$ cat config.mk
export PLATFORM = sky130hd
export DESIGN_NAME = mdsup_top
export DESIGN_NICKNAME = d
export VERILOG_FILES = /design/src/mdsup_pkg.sv /design/src/mdsup_fault_if.sv /design/src/mdsup_fault_latch.sv /design/src/mdsup_top.sv
export SDC_FILE = /design/constraint.sdc
export NUM_CORES = 1
export LEC_CHECK = 0
export ABC_CLOCK_PERIOD_IN_PS = 14000
export BUFFER_PORTS_ARGS = -buffer_cell sky130_fd_sc_hd__buf_2
export CELL_PAD_IN_SITES_DETAIL_PLACEMENT = 1
export CELL_PAD_IN_SITES_GLOBAL_PLACEMENT = 1
export CORE_MARGIN = 2
export CORE_UTILIZATION = 50
export CTS_BUF_LIST = sky130_fd_sc_hd__clkbuf_16
export CTS_CLUSTER_SIZE = 40
export DETAILED_ROUTE_END_ITERATION = 16
export PLACE_DENSITY = 0.95
export SLEW_MARGIN = 10
export SYNTH_ARGS = -nofsm -noshare
export SYNTH_HDL_FRONTEND = slang
export SYNTH_HIERARCHICAL = 1
export SYNTH_SLANG_ARGS = --single-unit
$ cat constraint.sdc
create_clock -name clk -period 14 [get_ports clk]
set_input_delay 2.1 -clock clk [delete_from_list [all_inputs] [get_ports clk]]
set_output_delay 2.1 -clock clk [all_outputs]
set_load 0.01 [all_outputs]
$ cat src/mdsup_pkg.sv
// Package with timing, width and encoding constants of the motor driver supervisor
package mdsup_pkg;
  // System clock period in picoseconds (125 MHz)
  localparam int unsigned CLK_PERIOD_PS = 8000;
  // Watchdog interval step, in milliseconds
  localparam int unsigned WD_STEP_MS = 32;
  // Cycles in one millisecond (1 ms is 1e9 ps); kept apart to stay in 32 bits
  localparam int unsigned MS_CYC = 1000000000 / CLK_PERIOD_PS;
  // Cycles in one watchdog step
  localparam int unsigned WD_STEP_CYC = WD_STEP_MS * MS_CYC;
  // Open coil full duty time, in milliseconds
  localparam int unsigned OPEN_TIME_MS = 200;
  // Open coil cycles (longest time, rounded down)
  localparam int unsigned OPEN_CYC = OPEN_TIME_MS * MS_CYC;
  // Early window limit, in milliseconds (plain default)
  localparam int unsigned WD_EARLY_MS = 8;
  // Early window cycles (least time, rounded up)
  localparam int unsigned WD_EARLY_CYC = WD_EARLY_MS * MS_CYC;
  // Power up reset hold, in microseconds (plain default)
  localparam int unsigned POR_HOLD_US = 100;
  // Power up reset hold cycles
  localparam int unsigned POR_HOLD_CYC = (POR_HOLD_US * 1000000) / CLK_PERIOD_PS;
  // Watchdog reset pulse length in cycles
  localparam int unsigned WD_PULSE_CYC = 1000;
  // Hard clear least hold, in nanoseconds (plain default)
  localparam int unsigned CLR_MIN_NS = 100;
  // Hard clear cycles (least time, rounded up)
  localparam int unsigned CLR_MIN_CYC = (CLR_MIN_NS * 1000 + CLK_PERIOD_PS - 1) / CLK_PERIOD_PS;
  // Widths
  localparam int unsigned CUR_W = 5;
  localparam int unsigned WDT_W = 4;
  localparam int unsigned LA_W = 10;
  localparam int unsigned OVC_W = 4;
  // Gain bit codes: divide by two or by four
  localparam logic LA_GAIN_DIV2 = 1'b0;
  localparam logic LA_GAIN_DIV4 = 1'b1;
  // Reset values
  localparam logic [CUR_W-1:0] CUR_RST = 5'h00;
  localparam logic [LA_W-1:0] LA_RST = 10'h000;
  // Reset output sequencer states, one-hot
  typedef enum logic [2:0]
  {
    MDSUP_ST_POR = 3'h1,
    MDSUP_ST_RUN = 3'h2,
    MDSUP_ST_WDR = 3'h4
  } mdsup_rst_e;
endpackage : mdsup_pkg

$ cat src/mdsup_fault_if.sv
// Interface carrying fault indications and latched flags between modules
`timescale 1ns/1ps
interface mdsup_fault_if;
  import mdsup_pkg::*;
  // Raw indications
  logic temp_warn;
  logic temp_shut;
  logic [OVC_W-1:0] ovc_x;
  logic [OVC_W-1:0] ovc_y;
  logic full_x;
  logic full_y;
  logic cp_low;
  // Control
  logic read_clear;
  logic upd_en;
  logic hclr;
  // Latched flags
  logic tw_flag;
  logic tsd_flag;
  logic [OVC_W-1:0] ovcx_flags;
  logic [OVC_W-1:0] ovcy_flags;
  logic open_coil_x_flag_flag;
  logic open_coil_y_flag_flag;
  logic cp_flag;
  modport src (output temp_warn, temp_shut, ovc_x, ovc_y, full_x, full_y,
    cp_low, read_clear, upd_en, hclr,
    input tw_flag, tsd_flag, ovcx_flags, ovcy_flags, open_coil_x_flag_flag, open_coil_y_flag_flag,
    cp_flag);
  modport lat (input temp_warn, temp_shut, ovc_x, ovc_y, full_x, full_y,
    cp_low, read_clear, upd_en, hclr,
    output tw_flag, tsd_flag, ovcx_flags, ovcy_flags, open_coil_x_flag_flag, open_coil_y_flag_flag,
    cp_flag);
endinterface : mdsup_fault_if

$ cat src/mdsup_fault_latch.sv
// Latched fault flags with read clear and open coil timers
`timescale 1ns/1ps
module mdsup_fault_latch
  import mdsup_pkg::*;
#(
  parameter int unsigned OPEN_CYCLES = OPEN_CYC
)
(
  // Clock, reset, enable
  input wire logic clk,
  input wire logic srst,
  input wire logic clk_en,
  // Fault bundle
  mdsup_fault_if.lat f
);
  import mdsup_pkg::*;

  logic [27:0] ox_q; // Full duty timer, coil X
  logic [27:0] oy_q; // Full duty timer, coil Y
  logic ox_hit; // Coil X past limit
  logic oy_hit; // Coil Y past limit
  logic tick; // Flag update allowed
  logic clr; // Clear latched flags

  assign ox_hit = (ox_q >= 28'(OPEN_CYCLES));
  assign oy_hit = (oy_q >= 28'(OPEN_CYCLES));
  assign tick = clk_en && f.upd_en;
  assign clr = f.read_clear;

  // Full duty timers, stop at limit
  always_ff @(posedge clk)
  begin
    if (srst || f.hclr)
    begin
      ox_q <= 28'h0000000;
      oy_q <= 28'h0000000;
    end
    else if (clk_en)
    begin
      ox_q <= !f.full_x ? 28'h0000000 : (ox_hit ? ox_q : ox_q + 28'h0000001);
      oy_q <= !f.full_y ? 28'h0000000 : (oy_hit ? oy_q : oy_q + 28'h0000001);
    end
  end

  // Flags: set wins over read clear; updates only while chip select high
  always_ff @(posedge clk)
  begin
    if (srst || f.hclr)
    begin
      f.tw_flag <= 1'b0;
      f.tsd_flag <= 1'b0;
      f.ovcx_flags <= 4'h0;
      f.ovcy_flags <= 4'h0;
      f.open_coil_x_flag_flag <= 1'b0;
      f.open_coil_y_flag_flag <= 1'b0;
    end
    else if (tick)
    begin
      f.tw_flag <= f.temp_warn || (f.tw_flag && !clr); // see R4
      // Shutdown clears only below warning level and after a read
      f.tsd_flag <= f.temp_shut || (f.tsd_flag && !(clr && !f.temp_warn));
      f.ovcx_flags <= f.ovc_x | (clr ? 4'h0 : f.ovcx_flags);
      f.ovcy_flags <= f.ovc_y | (clr ? 4'h0 : f.ovcy_flags);
      f.open_coil_x_flag_flag <= ox_hit || (f.open_coil_x_flag_flag && !clr); // see R7
      f.open_coil_y_flag_flag <= oy_hit || (f.open_coil_y_flag_flag && !clr); // see R7
    end
  end

  // Charge pump flag follows the level, set from reset
  always_ff @(posedge clk)
  begin
    if (srst)
      f.cp_flag <= 1'b1;
    else if (tick)
      f.cp_flag <= f.cp_low;
  end
endmodule : mdsup_fault_latch

$ cat src/mdsup_top.sv
// Top of the motor driver supervisor: outputs, watchdog, reset and sleep
// Operation
// New peak setting applies next PWM period.
// Transparent follows voltage, else hold crossing sample.
// Gain bit divides sample by two or four.
// Set warning flag above warning threshold.
// Shutdown flag, drivers off, clear when cool+read.
// Overcurrent latches own flag, drivers off until cleared.
// Full duty too long sets open flag, disables.
// Current not reached: flag, error, current kept.
// Charge pump flag high while pump low.
// Error low when any fault flag set.
// Hold reset output low after power up.
// Watchdog rewrite clears timer before timeout.
// Early or missing rewrite resets microcontroller.
// Boot kind flag tells watchdog from cold.
// Interval is 32 ms times value plus one.
// Hard clear held high resets registers, not sleep.
// Hard clear resets watchdog, no reset output.
// Sleep: drivers off, registers kept, clocks stopped.
// Host keeps step inputs still during sleep.
// Watchdog counter freezes in sleep, then resumes.
// Host clears sleep, waits pump startup.
// Device only ever acts as SPI slave.
// Status read clears flags; update only chip select high.
// Watchdog reset pulse lasts parameter cycles.
`timescale 1ns/1ps
module mdsup_top
  import mdsup_pkg::*;
#(
  parameter int unsigned STEP_CYCLES = WD_STEP_CYC,
  parameter int unsigned EARLY_CYCLES = WD_EARLY_CYC,
  parameter int unsigned OPEN_CYCLES = OPEN_CYC,
  parameter int unsigned POR_CYCLES = POR_HOLD_CYC,
  parameter int unsigned PULSE_CYCLES = WD_PULSE_CYC
)
(
  // Clock, reset, enable
  input wire logic clk,
  input wire logic srst,
  input wire logic clk_en,
  // Control bits from the SPI slave
  input wire logic [mdsup_pkg::CUR_W-1:0] peak_amplitude_setting,
  input wire logic load_angle_transparent,
  input wire logic load_angle_gain,
  input wire logic watchdog_enable_bit,
  input wire logic watchdog_enable_wr,
  input wire logic [mdsup_pkg::WDT_W-1:0] watchdog_interval_sel,
  input wire logic sleep_bit,
  input wire logic motor_enable,
  input wire logic status_read,
  input wire logic spi_cs_n,
  // Analog indications
  input wire logic pwm_period_start,
  input wire logic [mdsup_pkg::LA_W-1:0] coil_voltage,
  input wire logic zero_cross_end,
  input wire logic temp_warn_in,
  input wire logic temp_shut_in,
  input wire logic [mdsup_pkg::OVC_W-1:0] ovc_x_in,
  input wire logic [mdsup_pkg::OVC_W-1:0] ovc_y_in,
  input wire logic full_duty_x,
  input wire logic full_duty_y,
  input wire logic cp_low_in,
  input wire logic current_unreachable,
  // Hard clear pin
  input wire logic hard_clear_in,
  // Current and load angle
  output logic [mdsup_pkg::CUR_W-1:0] coil_amplitude,
  output logic [mdsup_pkg::LA_W-1:0] load_angle_output,
  // Driver control
  output logic drivers_on_x,
  output logic drivers_on_y,
  // Status flags
  output logic thermal_warning_flag,
  output logic thermal_shutdown_flag,
  output logic [mdsup_pkg::OVC_W-1:0] overcurrent_x_flags,
  output logic [mdsup_pkg::OVC_W-1:0] overcurrent_y_flags,
  output logic open_coil_x_flag,
  output logic open_coil_y_flag,
  output logic charge_pump_fault_flag,
  output logic boot_kind_flag,
  // Error and reset pins
  output logic error_out_n,
  output logic reset_out_o,
  output logic reset_out_oe,
  // Internal clock gate
  output logic core_clk_run
);
  import mdsup_pkg::*;

  // Scale sample by gain code
  function automatic logic [LA_W-1:0] la_scale(input logic [LA_W-1:0] v,
                                               input logic g);
    la_scale = (g == LA_GAIN_DIV4) ? (v >> 2) : (v >> 1);
  endfunction : la_scale

  mdsup_fault_if fb ();

  mdsup_rst_e st_q; // Reset output sequencer
  mdsup_rst_e st_d; // Next sequencer state
  logic [31:0] rcnt_q; // Reset hold counter
  logic [31:0] wcnt_q; // Watchdog timer
  logic [31:0] ccnt_q; // Hard clear hold counter
  logic wd_act_q; // Watchdog armed
  logic boot_q; // Boot kind flag
  logic [CUR_W-1:0] amp_q; // Applied amplitude
  logic [LA_W-1:0] la_q; // Load angle output
  logic hclr_q; // Hard clear accepted
  logic run; // Clock runs
  logic hclr_ok; // Hard clear active, not asleep
  logic [31:0] limit; // Timeout in cycles
  logic early_hit; // Rewrite too early
  logic late_hit; // Timeout reached
  logic wd_fire; // Watchdog reset trigger
  logic rst_done; // Reset hold finished
  logic any_flag; // Any fault latched
  logic ovc_any; // Any overcurrent latched

  // Clocks stop in sleep except during SPI activity
  assign run = clk_en && (!sleep_bit || !spi_cs_n);
  assign core_clk_run = run;
  assign hclr_ok = hard_clear_in && !sleep_bit;
  // Timeout is step times value plus one
  assign limit = 32'(STEP_CYCLES) * (32'(watchdog_interval_sel) + 32'h00000001);
  assign early_hit = watchdog_enable_wr && (wcnt_q < 32'(EARLY_CYCLES));
  assign late_hit = (wcnt_q >= limit - 32'h00000001);
  assign wd_fire = wd_act_q && !sleep_bit && (early_hit || late_hit);
  assign rst_done = (st_q == MDSUP_ST_POR) ? (rcnt_q >= 32'(POR_CYCLES) - 32'h00000001)
                  : (rcnt_q >= 32'(PULSE_CYCLES) - 32'h00000001);

  // Fault bundle wiring
  assign fb.temp_warn = temp_warn_in;
  assign fb.temp_shut = temp_shut_in;
  assign fb.ovc_x = ovc_x_in;
  assign fb.ovc_y = ovc_y_in;
  assign fb.full_x = full_duty_x || current_unreachable;
  assign fb.full_y = full_duty_y || current_unreachable;
  assign fb.cp_low = cp_low_in;
  assign fb.read_clear = status_read;
  assign fb.upd_en = spi_cs_n; // see R22
  assign fb.hclr = hclr_q;

  mdsup_fault_latch #(
    .OPEN_CYCLES(OPEN_CYCLES)
  ) u_fault (
    .clk(clk),
    .srst(srst),
    .clk_en(run),
    .f(fb)
  );

  assign thermal_warning_flag = fb.tw_flag;
  assign thermal_shutdown_flag = fb.tsd_flag;
  assign overcurrent_x_flags = fb.ovcx_flags;
  assign overcurrent_y_flags = fb.ovcy_flags;
  assign open_coil_x_flag = fb.open_coil_x_flag_flag;
  assign open_coil_y_flag = fb.open_coil_y_flag_flag;
  assign charge_pump_fault_flag = fb.cp_flag;
  assign boot_kind_flag = boot_q;
  assign ovc_any = |{fb.ovcx_flags, fb.ovcy_flags};
  assign any_flag = fb.tw_flag || fb.tsd_flag || ovc_any || fb.open_coil_x_flag_flag
                 || fb.open_coil_y_flag_flag || fb.cp_flag;
  assign error_out_n = !any_flag;

  // Drivers off on shutdown, overcurrent, sleep; open coil only when not
  // a current shortfall, where the current is kept flowing
  assign drivers_on_x = motor_enable && !sleep_bit && !fb.tsd_flag && !ovc_any
    && !(fb.open_coil_x_flag_flag && !current_unreachable); // see R5 see R6 see R7 see R8
  assign drivers_on_y = motor_enable && !sleep_bit && !fb.tsd_flag && !ovc_any
    && !(fb.open_coil_y_flag_flag && !current_unreachable); // see R5 see R6 see R7 see R8

  // Open drain reset pin: drive low while holding reset
  assign reset_out_o = 1'b0;
  assign reset_out_oe = (st_q != MDSUP_ST_RUN); // see R11
  assign coil_amplitude = amp_q;
  assign load_angle_output = la_q;

  // Sequencer next state
  always_comb
  begin
    st_d = st_q;
    case (st_q)
      MDSUP_ST_POR: if (rst_done) st_d = MDSUP_ST_RUN;
      MDSUP_ST_RUN: if (wd_fire) st_d = MDSUP_ST_WDR;
      MDSUP_ST_WDR: if (rst_done) st_d = MDSUP_ST_RUN;
      default: st_d = MDSUP_ST_POR;
    endcase
  end

  // Sequencer state and hold counter; hard clear never asserts the pin
  always_ff @(posedge clk)
  begin
    if (srst)
    begin
      st_q <= MDSUP_ST_POR;
      rcnt_q <= 32'h00000000;
    end
    else if (run)
    begin
      st_q <= (hclr_q && st_q == MDSUP_ST_WDR) ? MDSUP_ST_RUN : st_d;
      rcnt_q <= (st_d != st_q || st_q == MDSUP_ST_RUN) ? 32'h00000000
              : rcnt_q + 32'h00000001;
    end
  end

  // Hard clear accepted after its least hold time
  always_ff @(posedge clk)
  begin
    if (srst)
    begin
      ccnt_q <= 32'h00000000;
      hclr_q <= 1'b0;
    end
    else if (clk_en)
    begin
      ccnt_q <= !hclr_ok ? 32'h00000000
              : (hclr_q ? ccnt_q : ccnt_q + 32'h00000001);
      hclr_q <= hclr_ok && (ccnt_q >= 32'(CLR_MIN_CYC) - 32'h00000001);
    end
  end

  // Watchdog timer: rewrite clears, sleep freezes, hard clear resets
  always_ff @(posedge clk)
  begin
    if (srst || hclr_q)
    begin
      wcnt_q <= 32'h00000000;
      wd_act_q <= 1'b0;
    end
    else if (run && !sleep_bit)
    begin
      if (wd_fire || st_q != MDSUP_ST_RUN)
      begin
        wcnt_q <= 32'h00000000;
        wd_act_q <= 1'b0;
      end
      else if (watchdog_enable_wr)
      begin
        wcnt_q <= 32'h00000000;
        wd_act_q <= watchdog_enable_bit;
      end
      else if (wd_act_q)
        wcnt_q <= wcnt_q + 32'h00000001;
    end
  end

  // Boot kind: one after a watchdog reset, zero after cold start
  always_ff @(posedge clk)
  begin
    if (srst)
      boot_q <= 1'b0;
    else if (run && wd_fire)
      boot_q <= 1'b1;
  end

  // Amplitude taken at PWM period start
  always_ff @(posedge clk)
  begin
    if (srst || hclr_q)
      amp_q <= CUR_RST;
    else if (run && pwm_period_start)
      amp_q <= peak_amplitude_setting;
  end

  // Load angle: transparent or sample and hold, scaled by gain
  always_ff @(posedge clk)
  begin
    if (srst || hclr_q)
      la_q <= LA_RST;
    else if (run && (load_angle_transparent || zero_cross_end))
      la_q <= la_scale(coil_voltage, load_angle_gain);
  end
endmodule : mdsup_top

-- After elaboration in Yosys (flattened, before gate mapping)
Index checks and enable logic that the tools add are counted.
- add/subtract/negate cells: 7
- multiply operators: 1
- order comparisons: 7
- eq/ne operators: 8
- multiplexer cells: 20
- bitwise gates (word level): 2
- reductions and logical operators: 61
- operators by type and width (operator ; count):
    two-way mux 32 bit ; 6
    two-way mux 28 bit ; 4
    adder 32 x 1 -> 32 bit, second input constant ; 3
    adder 28 x 1 -> 28 bit, second input constant ; 2
    greater-or-equal comparator 28 x 25 -> 1 bit, second input constant ; 2
    greater-or-equal comparator 32 x 10 -> 1 bit, second input constant ; 1
    greater-or-equal comparator 32 x 14 -> 1 bit, second input constant ; 1
    greater-or-equal comparator 32 bit ; 1
    greater-or-equal comparator 32 x 4 -> 1 bit, second input constant ; 1
    < comparator 32 x 20 -> 1 bit, second input constant ; 1
    subtractor 27 x 1 -> 28 bit, second input constant ; 1
    logical AND 1 bit ; 24
    multiplier 14 x 5 -> 19 bit, first input constant ; 1
    logical OR 1 bit ; 17
    zero test 1 bit ; 11
    AND reduction 2 bit ; 5
    two-way mux 3 bit ; 3
    two-way mux 9 bit ; 1
    two-way mux 4 bit ; 2
    OR 4 bit ; 2
    OR reduction 8 bit ; 1
    != test 2 bit, second input constant ; 3
    one-hot mux 3 bit (2 select lines) ; 1
    adder 4 x 1 -> 5 bit, second input constant ; 1
    9 further kinds ; 11
- bits in registers: 186
- input bits: 47
- output and inout bits: 35
- logic and storage cells: 124

-- Longest topological paths before layout
Gate-level depths: netlist of the first run.
- depth after elaboration: 11
- depth in mapped cells: 25

-- Hierarchy
Netlist of the first run, hierarchy kept.
- modules (own cells, without submodules) (module ; times used ; cells an instance ; area an instance (um^2)):
    mdsup_top ; 1 ; 898 ; 7424.6
    mdsup_fault_latch ; 1 ; 416 ; 3354.5

-- Least setup slack after synthesis of the first run
OpenSTA, ideal clock, no wires.
- path kind: in2reg
- from: in watchdog_interval_sel[0] in the netlist's numbering
- to: reg wcnt_q[18]
- arrival time: 7312 ps
- setup slack: 6610 ps
- stages on the path: 23
- path through: ha_1 xor2_1 inv_1 fa_1 fa_1 inv_1 ha_1 ha_1 nor4_1 a21oi_1 a21oi_1 o211ai_1 nor4_1 nand2_1 ha_1 a21o_1 a21o_1 a21oi_1 o211ai_1 a31oi_2 a31oi_2 buf_4 nor3_1
- longest elaborated chain between the ends: 9
- elaborated cells on any way between the ends: 10
- ends and longest elaborated chain (element ; RTL line ; text):
    start: declaration ; mdsup_top.sv:48 ; input wire logic [mdsup_pkg::WDT_W-1:0] watchdog_interval_sel,
    adder 4 x 1 -> 5 bit * ; mdsup_top.sv:124 ; assign limit = 32'(STEP_CYCLES) * (32'(watchdog_interval_sel) + 32'h00000001);
    multiplier 14 x 5 -> 19 bit * ; mdsup_top.sv:124 ;
    subtractor 27 x 1 -> 28 bit * ; mdsup_top.sv:126 ; assign late_hit = (wcnt_q >= limit - 32'h00000001);
    greater-or-equal comparator 32 bit * ; mdsup_top.sv:126 ;
    logical OR 1 bit * ; mdsup_top.sv:127 ; assign wd_fire = wd_act_q && !sleep_bit && (early_hit || late_hit);
    logical AND 1 bit * ; mdsup_top.sv:127 ;
    logical OR 1 bit * ; mdsup_top.sv:232 ; if (wd_fire || st_q != MDSUP_ST_RUN)
    nonzero test 3 bit (no line) ; - ;
    AND reduction 2 bit (no line) ; - ;
    end signal: assignment ; mdsup_top.sv:243 ; wcnt_q <= wcnt_q + 32'h00000001;
    end: declaration ; mdsup_top.sv:102 ; logic [31:0] wcnt_q;
Every way passes the cells marked *; elsewhere a longest branch is shown, timed or not.
A chain may end at the register's enable or synchronous reset.

-- Worst setup path in the final report of the first run
- from: in watchdog_interval_sel[0] in the netlist's numbering
- to: reg wcnt_q[2]
The elaborated chain is that of the path after synthesis.

==> metrics.txt, run 1 <==
outcome=complete, no violations; num rows=53; max cap viols=0; DIE HEIGHT=about 150 um; Worst Setup Start Kind=input port; dpl hpwl=21680 um; Cell Area, Synth=10780 um2; Multi-input gate area=6628 um2; final setup vio count=0; maximum fanout along the worst path=17; Pins Over Slew Limit=0; Post-Route WL=32740 um; Storage cell area=3704 um2; HP Class=reg -> reg; R2R Setup Slk=10.69 ns; maximum clock insertion buffer count=2; final hold viol count=0; reg2reg end=wcnt_q[2]; number of diodes=0; maximum vdd drop=0.00008663 V; CP arrival=9.43 ns; RSZ-0062 raised after global routing=false; Sinks on Clock Net=roughly 190; gr ovfl total=0; largest net degree at the start of global routing=between 40 and 50; fin crit share=65.34%; Achievable Freq=~110 MHz; most used cell, CP=ha_1; first-pass GRT wire length=53240 um; GP Congestion=slightly above 0.8; Hold Buf Count CTS=0; Final Core Density=between 50% and 60%; CP startpoint=watchdog_interval_sel[0]; Leak Pwr=roughly 4.5 nW; Post-synth EDFFs=0; CP required=roughly 14 ns; CTS tree=done; CP top delay family=adder cells; CTS H-tree depth=4; synth warn=6; GRT Total Usage=29.09%; CP endpoint=wcnt_q[2]; root buffer cell=clkbuf_16; post-CTS sizing=0; DRC viols=0; cells after synthesis=1314; nets@finish=1481; Core Area=21090 um2; most common cell after layout, fill and taps aside=dfxtp_1; setup bufs post-CTS=0; Die X=150.8 um; pwr dens=109.5 nW/um2; via count=~10000; Post-DRT Antenna Nets=0; wire length per cell=19.80 um; critical path cell sequence=buf_2, ha_1, xor2_1, inv_1, fa_1, fa_1, inv_1, ha_1, ha_1, nor4_1, a21oi_1, o21ai_0, o211ai_1, nor4_1, nand2_1, ha_1, nand4_1, nor4_1, nand2_1, o211ai_1, a31oi_2, a31oi_2, buf_4, nor3_1; crit path buf inv count=4; clock latency on the worst-skew pair=about 0.45 ns; crit path time final=9.147 ns; drt initial violations=526; setup TNS=0 ns; fillers=2583; syn_area_per_cell=slightly above 8 um2; Initial Util=51.12%; sequential fraction of the synthesis area=34.36%; Netlist cell types=87; Area Overhead vs Synth=10.50%; Main synth FF type=dfxtp_1; PortBufs=78; Ports=82; CP max stage delay=0.70 ns; share of cells above drive strength 1=roughly 11%; drt pass-1 iters=5; worst reg2reg path startpoint=wcnt_q[9]; worst r2r path cells=9; vias in the first global route=about 11000; Worst-Margin Slew=1.042 ns; initial antenna violation count=0; Final Skew=0.01543 ns; die area=22750 um2; leading cell types in the layout, fill and taps excluded=185 x dfxtp_1, 160 x nor2_1, 111 x nand2_1, 79 x a21oi_1, 78 x buf_2; total CTS buffers=17; Clk pin slew, worst setup/hold paths=0.07 ns; Slew headroom=30.55%; asr flop ratio synth=0%; FF+latch count, synth=between 150 and 200; vias per cell=6.190; Setup crit end kind=flop; WP depth=24; critical path type=in -> reg; critical path's slowest cell=a31oi_2
==> report_power, final <==
| part | switching, mW | internal, mW | total, mW | leakage, nW |
|---|---|---|---|---|
| clock | 0.227 | 0.282 | 0.508 | 0.289 |
| sequential | 0.00656 | 0.533 | 0.539 | 1.49 |
| combinational | 0.158 | 0.0988 | 0.257 | 2.73 |
| total | 0.392 | 0.913 | 1.30 | 4.52 |
==> Yosys cell counts (5+ instances only) <==
library cell    n  area share, %
a211oi_1       14           0.98
a21o_1         11           0.77
a21oi_1        79            3.7
a22oi_1        10           0.70
a31oi_1        18            1.0
and2_1         14           0.81
and3_1         27            1.6
and4_1         12           0.98
buf_2           7           0.32
buf_4           9           0.63
clkbuf_1       30            1.0
dfxtp_1       185             34
fa_1            6            1.1
ha_1           61            7.1
inv_1          49            1.7
inv_2           5           0.17
mux2i_1         8           0.74
nand2_1       111            3.9
nand2b_1       11           0.64
nand3_1        72            3.3
nand3b_1        5           0.35
nand4_1        47            2.7
nor2_1        160            5.6
nor2b_1         7           0.41
nor3_1         53            2.5
nor4_1         23            1.3
o211ai_1        9           0.63
o21a_1          5           0.35
o21ai_0        35            1.6
o31ai_1         9           0.63
or2_2           5           0.29
or3_1           9           0.52
or4_1           9           0.63
xnor2_1        58            4.7
xor2_1         55            4.5
==> stage by stage <==
step / power, mW / setup WS, ns / cell area [um2] / std cells / hold slack [ns]
6_report: 1.305 / 4.853 / 11910 / 1654 / 0.4583
5_1_grt: 1.359 / 4.326 / 11910 / 1654 / 0.4869
4_1_cts: 1.307 / 4.940 / 11910 / 1654 / 0.4617
3_5_place_dp: 0.8048 / 4.563 / 11320 / 1623 / 0.4521
3_3_place_gp: 0.7886 / 4.833 / 11320 / 1623 / 0.4404
2_1_floorplan: 0.7404 / 6.610 / 10780 / 1315 / 0.4375
==> worst reg2reg max path: stages (launching register included) <==
cell and delay, ns:
dfxtp_1 0.37, ha_1 0.25, nor4_1 0.39, o21ai_0 0.28, a221oi_1 0.43, o22ai_1 0.17, a31oi_2 0.34, a31oi_2 0.37
buf_4 0.34, nor3_1 0.28
==> layout make-up <==
type,count,area share [%]
timing repair buffer,84,3.655
sequential,185,31.09
tap,275,2.889
multi-input combinational,1024,55.64
inverter,55,1.733
clock inverter,14,1.418
clock buffer,17,3.571
==> logic make-up (layout without fill, tap and decap cells) <==
| group | count (synthesis) | in the layout | share of synthesized area, % |
|---|---|---|---|
| other | 1 | 2 | 0.03479 |
| DFF | 185 | 185 | 34.36 |
| adders and majority gates | 68 | 68 | 8.288 |
| muxes | 8 | 8 | 0.7429 |
| AOI/OAI and AO/OA | 238 | 238 | 14.89 |
| xor gates and xnor gates | 114 | 114 | 9.333 |
| buffers and inverters | 106 | 170 | 4.225 |
| and+or+nand+nor | 594 | 594 | 28.13 |
==> state kept, by name (all words and copies together) (netlist names), 3 cells and up <==
register	count
u_fault/oy_q	28
u_fault/ox_q	28
rcnt_q	32
wcnt_q	32
st_q	3
u_fault/f.ovcy_flags	4
u_fault/f.ovcx_flags	4
load_angle_output	9
ccnt_q	32
coil_amplitude	5
==> routing by layer <==
layer,global-route usage [%],up-vias,wire length [um]
met1,33.26,5069,13360
met2,52.59,289,16890
met3,4.910,96,1359
met4,13.93,0,1127
met5,0,-,0
li1,-,4785,-
==> worst min path at each step <==
stage,end,slack (ns),startpoint,cells past startpoint
after floorplan,rcnt_q[31],0.44,rcnt_q[31],2
after global placement,coil_amplitude[0],0.44,coil_amplitude[0],2
after detailed placement,coil_amplitude[0],0.45,coil_amplitude[0],2
after CTS,coil_amplitude[0],0.46,coil_amplitude[0],2
after global routing,coil_amplitude[2],0.49,coil_amplitude[2],2
final,coil_amplitude[0],0.46,coil_amplitude[0],2
Power figures use the tool's default switching activity.
==> inputs of run 2 (changes only) <==
- ABC_CLOCK_PERIOD_IN_PS: 14000 -> 8300
- CORE_UTILIZATION: 50 -> 42
- PLACE_DENSITY: 0.95 -> 0.88
- clock period: 14 -> 8.3 ns (I/O delays scaled with it)
==> run 2 against run 1 <==
- sequential power rose by 69%
- wire length is 9.8% lower
- setup slack got worse by 4.1 ns
==> metrics.txt, run 2 (synthesis results as in run 1) <==
outcome=complete, no violations; Final Skew=0.01452 ns (-0.0009099 ns); vias per cell=5.732 (-7.4%); Area Overhead vs Synth=11.20%; root buffer cell=clkbuf_16; share of cells above drive strength 1=11.67% (+0.21 points); pwr dens=181.6 nW/um2 (+66%); Worst-Margin Slew=1.038 ns (-0.003466 ns); fin crit share=about nine tenths; maximum clock insertion buffer count=2 (unchanged); Achievable Freq=132.9 MHz; most common cell after layout, fill and taps aside=dfxtp_1; Slew headroom=30.52% (about the same); DIE HEIGHT=164.2 um (+8.9%); HP Class=reg -> reg; Ports=82 (unchanged); Sinks on Clock Net=185 (unchanged); num rows=58 (+9.4%); via count=9801 (-4.3%); RSZ-0062 raised after global routing=false; setup TNS=0 ns (unchanged); vias in the first global route=9974 (-8.2%); Clk pin slew, worst setup/hold paths=0.07 ns (about the same); largest net degree at the start of global routing=47 (unchanged); maximum fanout along the worst path=30 (+13); Core Area=25180 um2 (+19%); Initial Util=42.81% (-8.3 points); initial antenna violation count=0 (unchanged); worst setup margin=0.7762 ns (-4.076 ns); maximum vdd drop=0.0001085 V (+25%); PortBufs=78 (unchanged); number of diodes=0 (unchanged); Pins Over Slew Limit=0 (unchanged); Leak Pwr=4.521 nW (about the same); CTS tree=done; crit path time final=7.524 ns; wire length per cell=17.26 um (-13%); Post-DRT Antenna Nets=0 (unchanged); Worst Setup Start Kind=input port; nets@finish=1482 (+0.068%); critical path type=in -> reg; drt initial violations=499 (-5.1%); CP arrival=7.81 ns (-1.62 ns); worst r2r path cells=9 (unchanged); clock latency on the worst-skew pair=0.45 ns (about the same); max cap viols=0 (unchanged); post-CTS sizing=0 (unchanged); gr ovfl total=0 (unchanged); Setup crit end kind=flop; dpl hpwl=21010 um (-3.1%); GRT Total Usage=22.30% (-6.8 points); first-pass GRT wire length=49120 um (-7.7%); die area=26960 um2 (+19%); Die X=164.2 um (+8.9%); worst slack, placed=0.4000 ns (-4.163 ns); DRC viols=0 (unchanged); GP Congestion=0.8169 (+0.68%); leading cell types in the layout, fill and taps excluded=185 x dfxtp_1, 160 x nor2_1, 111 x nand2_1, 79 x a21oi_1, 78 x buf_2; Worst Hold Depth=2 (unchanged); CP required=8.58 ns (-5.70 ns); Hold Buf Count CTS=0 (unchanged); CTS H-tree depth=4 (unchanged); total CTS buffers=17 (unchanged); final hold viol count=0 (unchanged); drt pass-1 iters=5 (unchanged); Post-Route WL=29520 um (-9.8%); final setup vio count=0 (unchanged); Top Registers=ccnt_q: 32 flops, rcnt_q: 32 flops, wcnt_q: 32 flops; setup bufs post-CTS=0 (unchanged)
run 2: through the flow:
stage / cell area [um2] / cells / utilization [%] / total power [mW] / hold WS, ns
after floorplan: 10780 / 1315 / - / 1.249 / 0.4375
after global routing: 11990 / 1710 / 47.60 / 2.291 / 0.4805
after global placement: 11390 / 1679 / 45.25 / 1.332 / 0.4404
final: 11990 / 1710 / 47.60 / 2.177 / 0.4579
after detailed placement: 11390 / 1679 / 45.25 / 1.355 / 0.4542
after CTS: 11990 / 1710 / 47.60 / 2.195 / 0.4638
run 2: final timing paths:
path,from,endpoint,slack (ns)
worst max-delay path,watchdog_interval_sel[1],wcnt_q[27],0.78
worst min-delay path,coil_amplitude[4],coil_amplitude[4],0.46
worst max register to register,wcnt_q[13],wcnt_q[27],5.49
worst min register to register,coil_amplitude[4],coil_amplitude[4],0.46
run 2: final cells by class:
| class | instances | area (um2) |
|---|---|---|
| Fill cell | 3071 | 13200 |
| Multi-Input combinational cell | 1024 | 6628 |
| Sequential cell | 185 | 3704 |
| Timing Repair Buffer | 85 | 442.9 |
| Clock buffer | 17 | 425.4 |
| Tap cell | 330 | 412.9 |
| Inverter | 55 | 206.4 |
| Clock inverter | 14 | 167.7 |
run 2: metal layers:
layer / global-route usage (%) / part of all wire, % / wire length, um / vias to the layer above
met2: 40.62 / 51 / 15100 / 165
li1: - / - / - / 4793
met1: 27.00 / 44 / 13010 / 4805
met3: 3.864 / 3.3 / 968 / 38
met4: 5.702 / 1.5 / 437 / 0
met5: 0 / 0 / 0 / -
run 2: report_power, final:
| part | switching (mW) | total, mW | internal (mW) |
|---|---|---|---|
| combinational | 0.261 | 0.427 | 0.166 |
| clock | 0.366 | 0.840 | 0.474 |
| sequential | 0.0111 | 0.910 | 0.899 |
| total | 0.639 | 2.18 | 1.54 |
run 2: critical path, cell delays in order:
cell and delay [ns]:
buf_2 0.17, ha_1 0.31, xor2_1 0.54, inv_1 0.19, fa_1 0.54, fa_1 0.55
inv_1 0.04, ha_1 0.29, ha_1 0.34, nor4_1 0.33, a21oi_1 0.13, o21ai_0 0.13
o211ai_1 0.24, nor4_1 0.36, nand2_1 0.23, ha_1 0.38, nand4_1 0.15, nor4_1 0.43
nand2_1 0.11, o211ai_1 0.17, a31oi_2 0.21, a31oi_2 0.22, buf_4 0.35, nor3_1 0.12
==> inputs of run 3 (changes only) <==
- CORE_UTILIZATION: 42 -> 43
- CTS_BUF_LIST: sky130_fd_sc_hd__clkbuf_16 -> sky130_fd_sc_hd__clkbuf_8
- PLACE_DENSITY: 0.88 -> 0.89
==> run 3 against run 2 <==
- sequential share of layout area increased by 0.42 points
- clock power shrank 21%
- non-clock buffer count rose by 1
- power is 8.0% lower
- cell count down 0.23%
- via count increased by 0.34%
- count of clock-buffer cells in the layout is 4 higher
- die area down 2.3%
- largest power group unchanged
- highest routed layer unchanged
==> metrics.txt, run 3 (synthesis results as in run 1) <==
CP arrival=7.68 ns (-0.13 ns); worst slack, placed=0.4926 ns (+0.09263 ns); share of cells above drive strength 1=11.79% (+0.13 points); Area Overhead vs Synth=9.704%; Die X=162.3 um (-1.1%); Post-DRT Antenna Nets=0 (unchanged); Core Area=24460 um2 (-2.9%); largest net degree at the start of global routing=47 (unchanged); Worst-Margin Slew=1.029 ns (-0.009561 ns); vias per cell=5.764 (+0.57%); outcome=complete, no violations; Final Skew=0.01795 ns (+0.003435 ns); max cap viols=0 (unchanged); GP Congestion=0.8053 (-1.4%); root buffer cell=clkbuf_8; maximum vdd drop=0.0001030 V (-5.1%); Ports=82 (unchanged); crit path time final=7.366 ns (-0.1581 ns); drt pass-1 iters=4 (-1); critical path type=in -> reg; Initial Util=44.06% (+1.3 points); total CTS buffers=17 (unchanged); Sw Share=30.38% (+1.0 points); maximum fanout along the worst path=30 (unchanged); die area=26350 um2 (-2.3%); most common cell after layout, fill and taps aside=dfxtp_1; Clock Power Share=33.3% (-5.3 points); Hold Buf Count CTS=0 (unchanged); RSZ-0062 raised after global routing=false; first-pass GRT wire length=48650 um (-0.97%); Slew headroom=31.42% (+0.89 points); drt initial violations=467 (-6.4%); Worst Setup Start Kind=input port; non-filler cells, final=1706 (-0.23%); setup bufs post-CTS=0 (unchanged); number of diodes=0 (unchanged); clock latency on the worst-skew pair=0.48 ns (+0.03 ns); Pins Over Slew Limit=0 (unchanged); critical path's slowest cell=fa_1; DIE HEIGHT=162.3 um (-1.1%); initial antenna violation count=0 (unchanged); CP max stage delay=0.55 ns (about the same); worst hold margin=0.4567 ns (-0.001212 ns); P_int=1.394 mW (-9.4%); Clk pin slew, worst setup/hold paths=0.09 ns (+0.02 ns); Seq pwr share=45.4% (+3.6 points); Achievable Freq=135.8 MHz (+2.1%); num rows=57 (-1.7%); number of instances in the placed design=1674 (-0.30%); CTS H-tree depth=4 (unchanged); wire length per cell=17.13 um (-0.76%); nets@finish=1483 (+0.067%); fin crit share=88.74% (-1.9 points); vias in the first global route=10040 (+0.67%); GRT Total Usage=22.39% (+0.091 points); final setup vio count=0 (unchanged); maximum clock insertion buffer count=2 (unchanged); CP required=8.61 ns (+0.03 ns); CP top delay family=adder cells; most used cell, CP=ha_1; post-CTS sizing=0 (unchanged); pwr dens=169.4 nW/um2 (-6.7%); Top Registers=ccnt_q: 32 flops, rcnt_q: 32 flops, wcnt_q: 32 flops; Sinks on Clock Net=185 (unchanged); Post-Route WL=29230 um (-0.99%); DRC viols=0 (unchanged); via count=9834 (+0.34%); crit path buf inv count=4 (unchanged); total power=2.003 mW (-8.0%); P_sw=0.6084 mW (-4.8%); setup TNS=0 ns (unchanged); leading cell types in the layout, fill and taps excluded=185 x dfxtp_1, 160 x nor2_1, 111 x nand2_1, 79 x a21oi_1, 78 x buf_2; CTS tree=done; HP Class=reg -> reg; final hold viol count=0 (unchanged); PortBufs=78 (unchanged); Logic pwr share=21.3% (+1.7 points); gr ovfl total=0 (unchanged); Setup crit end kind=flop; worst setup margin=0.9343 ns (+0.1581 ns); dpl hpwl=21080 um (+0.31%); Leak Pwr=4.462 nW (-1.3%)
[run 3: cell types whose count changed in the layout (fill, tap and decap cells not counted), sizes merged]
cell      before  now
clkbuf        17   21
inv           59   57
buf           85   86
clkinvlp       2    1
[run 3: per-stage QoR]
| stage | utilization, % | area, um2 |
|---|---|---|
| floorplan | - | 10780 |
| global placement | 46.58 | 11390 |
| detailed placement | 46.58 | 11390 |
| finish | 48.34 | 11830 |
| CTS | 48.34 | 11830 |
| global route | 48.34 | 11830 |
[run 3: layer usage]
metal | GRT usage, % | share of wire, %
met1 | 27.49 | 45
met4 | 6.235 | 2.0
met5 | 0 | 0
met3 | 3.805 | 3.0
met2 | 40.33 | 50
[run 3: final cells by class]
type | instances | area (um2)
clock buffers | 21 | 289.0
clock inverters | 11 | 142.6
fillers | 2989 | 12640
well taps | 324 | 405.4
repair buffers | 86 | 450.4
inverters | 55 | 206.4
flip-flops and latches | 185 | 3704
multi-input cells | 1024 | 6628
[run 3: final timing paths]
kind,start,end,slack (ns),cells after the start
worst max-delay path,watchdog_interval_sel[1],wcnt_q[29],0.93,25
worst min-delay path,coil_amplitude[1],coil_amplitude[1],0.46,2
worst max register to register,wcnt_q[10],wcnt_q[11],5.52,9
worst min register to register,coil_amplitude[1],coil_amplitude[1],0.46,2
[run 3: power by group through the flow]
| stage | sequential (mW) | combinational, mW | clock (mW) |
|---|---|---|---|
| 2_1_floorplan | 0.931 | 0.318 | 0 |
| 3_3_place_gp | 0.929 | 0.404 | 0 |
| 3_5_place_dp | 0.930 | 0.426 | 0 |
| 4_1_cts | 0.909 | 0.430 | 0.678 |
| 5_1_grt | 0.912 | 0.483 | 0.723 |
| 6_report | 0.909 | 0.427 | 0.666 |
[run 3: worst register-to-register path, cell delays in order (launching register included)]
cell	delay, ns
dfxtp_1	0.39
ha_1	0.26
nor4_1	0.29
o21ai_0	0.19
a221oi_1	0.43
o22ai_1	0.16
a31oi_2	0.33
a31oi_2	0.13
buf_4	0.27
nor3_1	0.25
